===== config.mk =====
export PLATFORM = sky130hd
export DESIGN_NAME = afecr_regs
export DESIGN_NICKNAME = d
export VERILOG_FILES = /design/src/design/afecr_pkg.sv /design/src/design/afecr_field_reg.sv /design/src/design/afecr_regs.sv
export SDC_FILE = /design/constraint.sdc
export NUM_CORES = 1
export LEC_CHECK = 0
export ABC_AREA = 0
export BUFFER_PORTS_ARGS = -buffer_cell sky130_fd_sc_hd__buf_2
export CORE_MARGIN = 3
export CORE_UTILIZATION = 45
export CTS_CLUSTER_SIZE = 16
export DETAILED_ROUTE_END_ITERATION = 12
export PLACE_DENSITY = 0.77
export SLEW_MARGIN = 20
export SYNTH_ARGS = -nofsm -noshare
export SYNTH_HDL_FRONTEND = slang
export SYNTH_SLANG_ARGS = --single-unit

===== constraint.sdc =====
create_clock -name clk -period 1.3 [get_ports clk]
set_input_delay 0.065 -clock clk [delete_from_list [all_inputs] [get_ports clk]]
set_output_delay 0.065 -clock clk [all_outputs]
set_load 0.01 [all_outputs]

===== src/design/afecr_pkg.sv =====
// Package: addresses, field layout, reset values and carrier types for the front end config registers
package afecr_pkg;

  // ==========================================================================
  // Register access
  localparam int unsigned ADDR_W = 8;
  localparam int unsigned DATA_W = 8;

  localparam logic [7:0] BUF_CTRL_ADDR = 8'h16;
  localparam logic [7:0] CM_CHOP_ADDR  = 8'h17;

  localparam logic [7:0] BUF_CTRL_RESET = 8'h00;
  localparam logic [7:0] CM_CHOP_RESET  = 8'h00;
  localparam logic [7:0] UNMAPPED_READ  = 8'h00;

  // Writable bits; reserved positions are zero here
  localparam logic [7:0] BUF_CTRL_WMASK = 8'hf3;
  localparam logic [7:0] CM_CHOP_WMASK  = 8'h87;

  // ==========================================================================
  // Field positions
  localparam int unsigned POS_REF_LSB      = 6;
  localparam int unsigned NEG_REF_LSB      = 4;
  localparam int unsigned POS_IN_DIS_BIT   = 1;
  localparam int unsigned NEG_IN_DIS_BIT   = 0;
  localparam int unsigned CHOP_BIT         = 7;
  localparam int unsigned CM_SEL_LSB       = 0;

  // ==========================================================================
  // Encodings
  localparam logic [1:0] REF_PRECHARGE  = 2'h0;
  localparam logic [1:0] REF_UNBUFFERED = 2'h1;
  localparam logic [1:0] REF_FULL       = 2'h2;

  localparam logic [2:0] CM_HALF_SUPPLY = 3'h0;
  localparam logic [2:0] CM_OFF         = 3'h7;

  localparam logic [5:0] CHOP_DIV_SLOW = 6'h20;
  localparam logic [5:0] CHOP_DIV_FAST = 6'h08;

  // ==========================================================================
  // Carriers
  typedef struct packed {
    logic              wr;
    logic              rd;
    logic [ADDR_W-1:0] addr;
    logic [DATA_W-1:0] wdata;
  } afecr_req_type;

  typedef struct packed {
    logic              valid;
    logic [DATA_W-1:0] data;
  } afecr_rsp_type;

  typedef struct packed {
    logic [1:0] pos_reference_buffer_sel;
    logic       pos_ref_precharge_en;
    logic       pos_ref_full_en;
    logic [1:0] neg_reference_buffer_sel;
    logic       neg_ref_precharge_en;
    logic       neg_ref_full_en;
    logic       pos_input_precharge_disable;
    logic       neg_input_precharge_disable;
    logic       chop_fast_sel;
    logic [5:0] chop_divide;
    logic [2:0] common_mode_out_sel;
    logic       common_mode_out_en;
    logic       common_mode_half_supply;
  } afecr_ctrl_type;

endpackage


===== src/design/afecr_field_reg.sv =====
// One 8-bit configuration register with a write mask and a reset value
`timescale 1ns/1ps

module afecr_field_reg #(
  parameter logic [7:0] RESET_VAL = 8'h00,
  parameter logic [7:0] WMASK     = 8'hff
) (
  // Clock and reset
  input  wire logic       clk,
  input  wire logic       reset,
  // Write side
  input  wire logic       wr_en,
  input  wire logic [7:0] wdata,
  // Stored value
  output logic      [7:0] q
);

  logic [7:0] value_r;
  logic [7:0] value_nxt;

  // ==========================================================================
  // Next value
  // Masked bits keep their reset value, so reserved bits stay zero
  always_comb begin
    value_nxt = value_r;
    if (wr_en) begin
      value_nxt = (wdata & WMASK) | (RESET_VAL & ~WMASK);
    end
  end

  // ==========================================================================
  // Storage
  always_ff @(posedge clk) begin
    if (reset) begin
      value_r <= RESET_VAL;
    end else begin
      value_r <= value_nxt;
    end
  end

  assign q = value_r;

endmodule


===== src/design/afecr_regs.sv =====
// Analog front end configuration registers: buffering, chop rate and common-mode output
//
// What this block does
// Buffer register at 0x16, eight bits, all zero after reset.
// Bits 7:6 pick positive reference buffering: 00 precharge, 01 none, 10 full.
// Bits 5:4 pick negative reference buffering with the same codes.
// Bit 1 set disables the positive input precharge buffer; resets to zero.
// Bit 0 set disables the negative input precharge buffer; resets to zero.
// Common-mode and chop register at 0x17, eight bits, all zero after reset.
// Bit 7 picks chop rate: zero divides modulator clock by 32, one by 8.
// Bits 2:0 pick common-mode level: 000 half supply, 111 output off.
// Reserved bits read zero and ignore writes.
`timescale 1ns/1ps

module afecr_regs (
  // Clock and reset
  input  wire logic                     clk,
  input  wire logic                     reset,
  // Register access from the serial port logic
  input  wire afecr_pkg::afecr_req_type req,
  output afecr_pkg::afecr_rsp_type      rsp_r,
  // Enable and select lines into the analog circuits
  output afecr_pkg::afecr_ctrl_type     ctrl_r
);

  logic [7:0]                 buf_q;
  logic [7:0]                 cm_q;
  logic                       buf_wr;
  logic                       cm_wr;
  afecr_pkg::afecr_rsp_type   rsp_nxt;
  afecr_pkg::afecr_ctrl_type  ctrl_nxt;

  // ==========================================================================
  // Address decode
  assign buf_wr = req.wr && (req.addr == afecr_pkg::BUF_CTRL_ADDR);
  assign cm_wr  = req.wr && (req.addr == afecr_pkg::CM_CHOP_ADDR);

  // ==========================================================================
  // Storage
  afecr_field_reg #(
    .RESET_VAL (afecr_pkg::BUF_CTRL_RESET),
    .WMASK     (afecr_pkg::BUF_CTRL_WMASK)
  ) u_buf_ctrl (
    .clk   (clk),
    .reset (reset),
    .wr_en (buf_wr),
    .wdata (req.wdata),
    .q     (buf_q)
  );

  afecr_field_reg #(
    .RESET_VAL (afecr_pkg::CM_CHOP_RESET),
    .WMASK     (afecr_pkg::CM_CHOP_WMASK)
  ) u_cm_chop (
    .clk   (clk),
    .reset (reset),
    .wr_en (cm_wr),
    .wdata (req.wdata),
    .q     (cm_q)
  );

  // ==========================================================================
  // Reference buffer decode
  // Code 11 is undefined; it is treated as unbuffered, the least active choice
  function automatic logic [1:0] ref_enables(input logic [1:0] code);
    logic [1:0] en;
    en = 2'h0;
    case (code)
      afecr_pkg::REF_PRECHARGE: en = 2'h1;
      afecr_pkg::REF_FULL:      en = 2'h2;
      default:                  en = 2'h0;
    endcase
    return en;
  endfunction

  // ==========================================================================
  // Read path and control lines, next values
  // Reads see the stored value; a write in the same cycle shows on the next read
  always_comb begin
    logic [7:0] b;
    logic [7:0] c;
    logic [1:0] pen;
    logic [1:0] nen;
    b   = buf_q;
    c   = cm_q;
    pen = 2'h0;
    nen = 2'h0;

    rsp_nxt.valid = req.rd;
    rsp_nxt.data  = afecr_pkg::UNMAPPED_READ;
    if (req.rd) begin
      case (req.addr)
        afecr_pkg::BUF_CTRL_ADDR: rsp_nxt.data = buf_q;
        afecr_pkg::CM_CHOP_ADDR:  rsp_nxt.data = cm_q;
        default:                  rsp_nxt.data = afecr_pkg::UNMAPPED_READ;
      endcase
    end

    ctrl_nxt.pos_reference_buffer_sel = b[afecr_pkg::POS_REF_LSB +: 2];
    pen = ref_enables(b[afecr_pkg::POS_REF_LSB +: 2]);
    ctrl_nxt.pos_ref_precharge_en = pen[0];
    ctrl_nxt.pos_ref_full_en      = pen[1];

    ctrl_nxt.neg_reference_buffer_sel = b[afecr_pkg::NEG_REF_LSB +: 2];
    nen = ref_enables(b[afecr_pkg::NEG_REF_LSB +: 2]);
    ctrl_nxt.neg_ref_precharge_en = nen[0];
    ctrl_nxt.neg_ref_full_en      = nen[1];

    ctrl_nxt.pos_input_precharge_disable = b[afecr_pkg::POS_IN_DIS_BIT];
    ctrl_nxt.neg_input_precharge_disable = b[afecr_pkg::NEG_IN_DIS_BIT];

    ctrl_nxt.chop_fast_sel = c[afecr_pkg::CHOP_BIT];
    ctrl_nxt.chop_divide   = c[afecr_pkg::CHOP_BIT] ? afecr_pkg::CHOP_DIV_FAST
                                                    : afecr_pkg::CHOP_DIV_SLOW;

    ctrl_nxt.common_mode_out_sel     = c[afecr_pkg::CM_SEL_LSB +: 3];
    ctrl_nxt.common_mode_out_en      = c[afecr_pkg::CM_SEL_LSB +: 3] != afecr_pkg::CM_OFF;
    ctrl_nxt.common_mode_half_supply =
      c[afecr_pkg::CM_SEL_LSB +: 3] == afecr_pkg::CM_HALF_SUPPLY;
  end

  // ==========================================================================
  // Output flops
  // Reset values match the decode of an all-zero register pair
  always_ff @(posedge clk) begin
    if (reset) begin
      rsp_r.valid                        <= 1'b0;
      rsp_r.data                         <= afecr_pkg::UNMAPPED_READ;
      ctrl_r.pos_reference_buffer_sel    <= afecr_pkg::REF_PRECHARGE;
      ctrl_r.pos_ref_precharge_en        <= 1'b1;
      ctrl_r.pos_ref_full_en             <= 1'b0;
      ctrl_r.neg_reference_buffer_sel    <= afecr_pkg::REF_PRECHARGE;
      ctrl_r.neg_ref_precharge_en        <= 1'b1;
      ctrl_r.neg_ref_full_en             <= 1'b0;
      ctrl_r.pos_input_precharge_disable <= 1'b0;
      ctrl_r.neg_input_precharge_disable <= 1'b0;
      ctrl_r.chop_fast_sel               <= 1'b0;
      ctrl_r.chop_divide                 <= afecr_pkg::CHOP_DIV_SLOW;
      ctrl_r.common_mode_out_sel         <= afecr_pkg::CM_HALF_SUPPLY;
      ctrl_r.common_mode_out_en          <= 1'b1;
      ctrl_r.common_mode_half_supply     <= 1'b1;
    end else begin
      rsp_r  <= rsp_nxt;
      ctrl_r <= ctrl_nxt;
    end
  end

endmodule


==> run_results.csv <==
group,metric,value,unit
status,status,"finished clean",
floorplan,die_x,56.4,µm
timing,setup_viol,0,
critical_path,end_kind,"flop",
route,wl_met3,138,µm
critical_path,r2r_slack,440,ps
timing,fin_crit,1130,ps
yosys,ys_warn_count,0,
power_and_ir_drop,pwr-share-comb,4.5,%
route,drc,0,
route,wire_per_inst,12.1,µm
route,vias_per_cell,4.47,
timing,fmax,888,MHz
clocking,cts_buffers,5,
critical_path,cp.required,1580,ps
route,dr_wl_met2,1.28,mm
placement,place_inst,175,
timing,hold_viol,0,
floorplan,design.core.area,2300,µm²
global_route,grt_pass1_vias,857,
timing,rsz0062_at_grt,"false",
placement,place_ws,-3.77,ps
clocking,tritoncts,"built",
power_and_ir_drop,clkPwrFrac,39.3,%
yosys,syn_area_per_cell,11.0,µm²
run,drv_cap,0,
cells_and_area,fin_area,1530,µm²
global_route,grt_pass1_wl,3.63,mm
power_and_ir_drop,switching_share,20.4,%
placement,io_buffers,44,
yosys,yosysTopAreaCellShare,61.4,%
route,top_layer_used,"met4",
route,dr.pass1.iters,4,
power_and_ir_drop,p_int,1.52,mW
yosys,synthTopCellsByArea,"dfxtp_1 61%, mux2i_1 8.8%, buf_4 4.6%",
critical_path,startpoint_type,"input pin",
clocking,cts.clk_slew.worst_paths,110,ps
clocking,clock-sinks,35,
power_and_ir_drop,power_density,1250,nW/µm²
critical_path,crit_type,"input pin to flop",
yosys,seq_area_frac_synth,61.4,%
yosys,netlist_area,1140,µm²
timing,finalCritPeriodShare,86.6,%
clocking,clk_latency,330,ps
yosys,ys_seq_elements,35,
clocking,ctsResizeCount,0,
timing,final_max_slew_viol_count,0,
yosys,yosysUniqueCellTypes,18,
cells_and_area,final_layout_size_suffix_gt1_share,38.3,%
cells_and_area,area_growth,33.8,%
placement,gp_congestion,0.689,
floorplan,rows,17,
critical_path,arrival,1400,ps
power_and_ir_drop,p_seq_share,56.2,%
timing,hold_ws,51.0,ps
cells_and_area,finish.net_count,181,
route,vias,849,
clocking,h-tree-depth,2,
yosys,yosysTopAreaCell,"dfxtp_1",
global_route,overflow,0,
cells_and_area,final_util,66.4,%
floorplan,ioPinCount,51,
floorplan,start_util,49.7,%
power_and_ir_drop,worst_ir_drop_vdd,0.00107,V
min_path,hp-class,"input pin to flop",
placement,placed_area,1380,µm²
global_route,grt_max_degree,13,
critical_path,path_max_fanout,6,
floorplan,die_y,56.4,µm
cells_and_area,diodes,0,
yosys,syn_inst,104,
cells_and_area,layout.cells.non_filler,190,
timing,finalClockSkew,7.01,ps
timing,finalWorstSetupSlack,174,ps
route,ant_nets,0,
clocking,root_buffer,"clkbuf_4",
route,wl_met1,841,µm
route,routed_wl,2.30,mm
global_route,grt_usage,15.3,%
route,drtIter0Drc,10,
power_and_ir_drop,total_leakage_power,0.806,nW
placement,dp_hpwl,1.62,mm
clocking,clock_path_buffers,2,
power_and_ir_drop,p_sw,0.390,mW
global_route,grt_antenna_before_repair,0,
floorplan,die-area,3180,µm²
-- synth_stat cells --
library cell	number
dfxtp_1	35
nand2_1	12
mux2i_1	10
inv_1	8
nor2_1	8
nor2b_1	8
buf_4	7
mux2_2	3
nor3b_1	3
nand3_1	2
and3b_1	1
and4b_1	1
buf_2	1
clkbuf_1	1
conb_1	1
nand4_1	1
nor3_1	1
nor4b_4	1
-- stage by stage --
step | power (mW) | setup TNS (ps)
3_5_place_dp | 1.17 | -3.77
6_report | 1.91 | 0
4_1_cts | 1.94 | 0
5_1_grt | 2.00 | 0
3_3_place_gp | 1.17 | 0
2_1_floorplan | 1.14 | 0
-- layout make-up --
cell class	count	area (µm²)
fill	187	771
sequential	35	701
multi-input combinational	56	364
timing repair buffer	55	315
clock inverter	3	43.8
clock buffer	5	37.5
tap	28	35.0
inverter	8	30.0
-- layout by cell type, fill, tap and decap left out, drive strengths merged --
cell type,netlist,final
dfxtp,35,35
nor4b,1,1
nor3b,3,3
inv,8,8
and4b,1,1
nand2,12,12
buf,8,50
nor2b,8,8
nor3,1,1
clkinv,0,2
mux2,3,3
nand3,2,2
and3b,1,1
nor2,8,8
clkbuf,1,5
mux2i,10,10
conb,1,5
nand4,1,1
bufinv,0,1
dlygate4sd3,0,5
-- state kept, by name, summed over array words and instances (netlist names) --
signal        flops
u_cm_chop.q       4
ctrl_r           17
u_buf_ctrl.q      6
rsp_r             8
-- power by group through the flow --
stage          Sequential, mW  Clock (mW)  Combinational, mW
2_1_floorplan            1.10           0             0.0435
3_3_place_gp             1.10           0             0.0703
3_5_place_dp             1.10           0             0.0720
4_1_cts                  1.07       0.778             0.0840
5_1_grt                  1.08       0.828             0.0930
6_report                 1.07       0.752             0.0857
-- worst max-delay path, stage by stage --
cell and delay (ps):
dlygate4sd3_1 520, buf_2 90, nor2b_1 140, nand4_1 250, buf_4 240, nor2_1 90
-- timing repair --
action                                 CTS  global route
setup buffers                            0             2
setup endpoints to repair                0             1
endpoints found under the hold margin    8             0
hold buffers                             5             0
-- cells by family (layout without fill, tap and decap cells) --
| family | count (synthesis) | after routing | share of synthesized area (%) |
|---|---|---|---|
| and+or+nand+nor | 38 | 38 | 18.5 |
| DFF | 35 | 35 | 61.4 |
| muxes | 13 | 13 | 11.7 |
| other | 1 | 5 | 0.329 |
| buffers and inverters | 17 | 71 | 8.00 |
-- per-layer routing --
layer	vias to the layer above	GRT usage [%]
met1	379	14.2
met5	-	0
met2	30	28.4
met3	5	7.36
met4	0	6.10
li1	435	-
-- worst paths after layout --
kind | start | to | cells after the start
hold / removal | reset | rsp_r[8]$_SDFF_PP0_ | 2
setup / recovery | req[16] | rsp_r[2]$_SDFF_PP0_ | 6
setup reg to reg | u_buf_ctrl.q[4]$_SDFFE_PP0P_ | u_buf_ctrl.q[4]$_SDFFE_PP0P_ | 2
hold reg to reg | u_cm_chop.q[1]$_SDFFE_PP0P_ | ctrl_r[1]$_SDFF_PP1_ | 1
(Power assumes the default switching activity.)
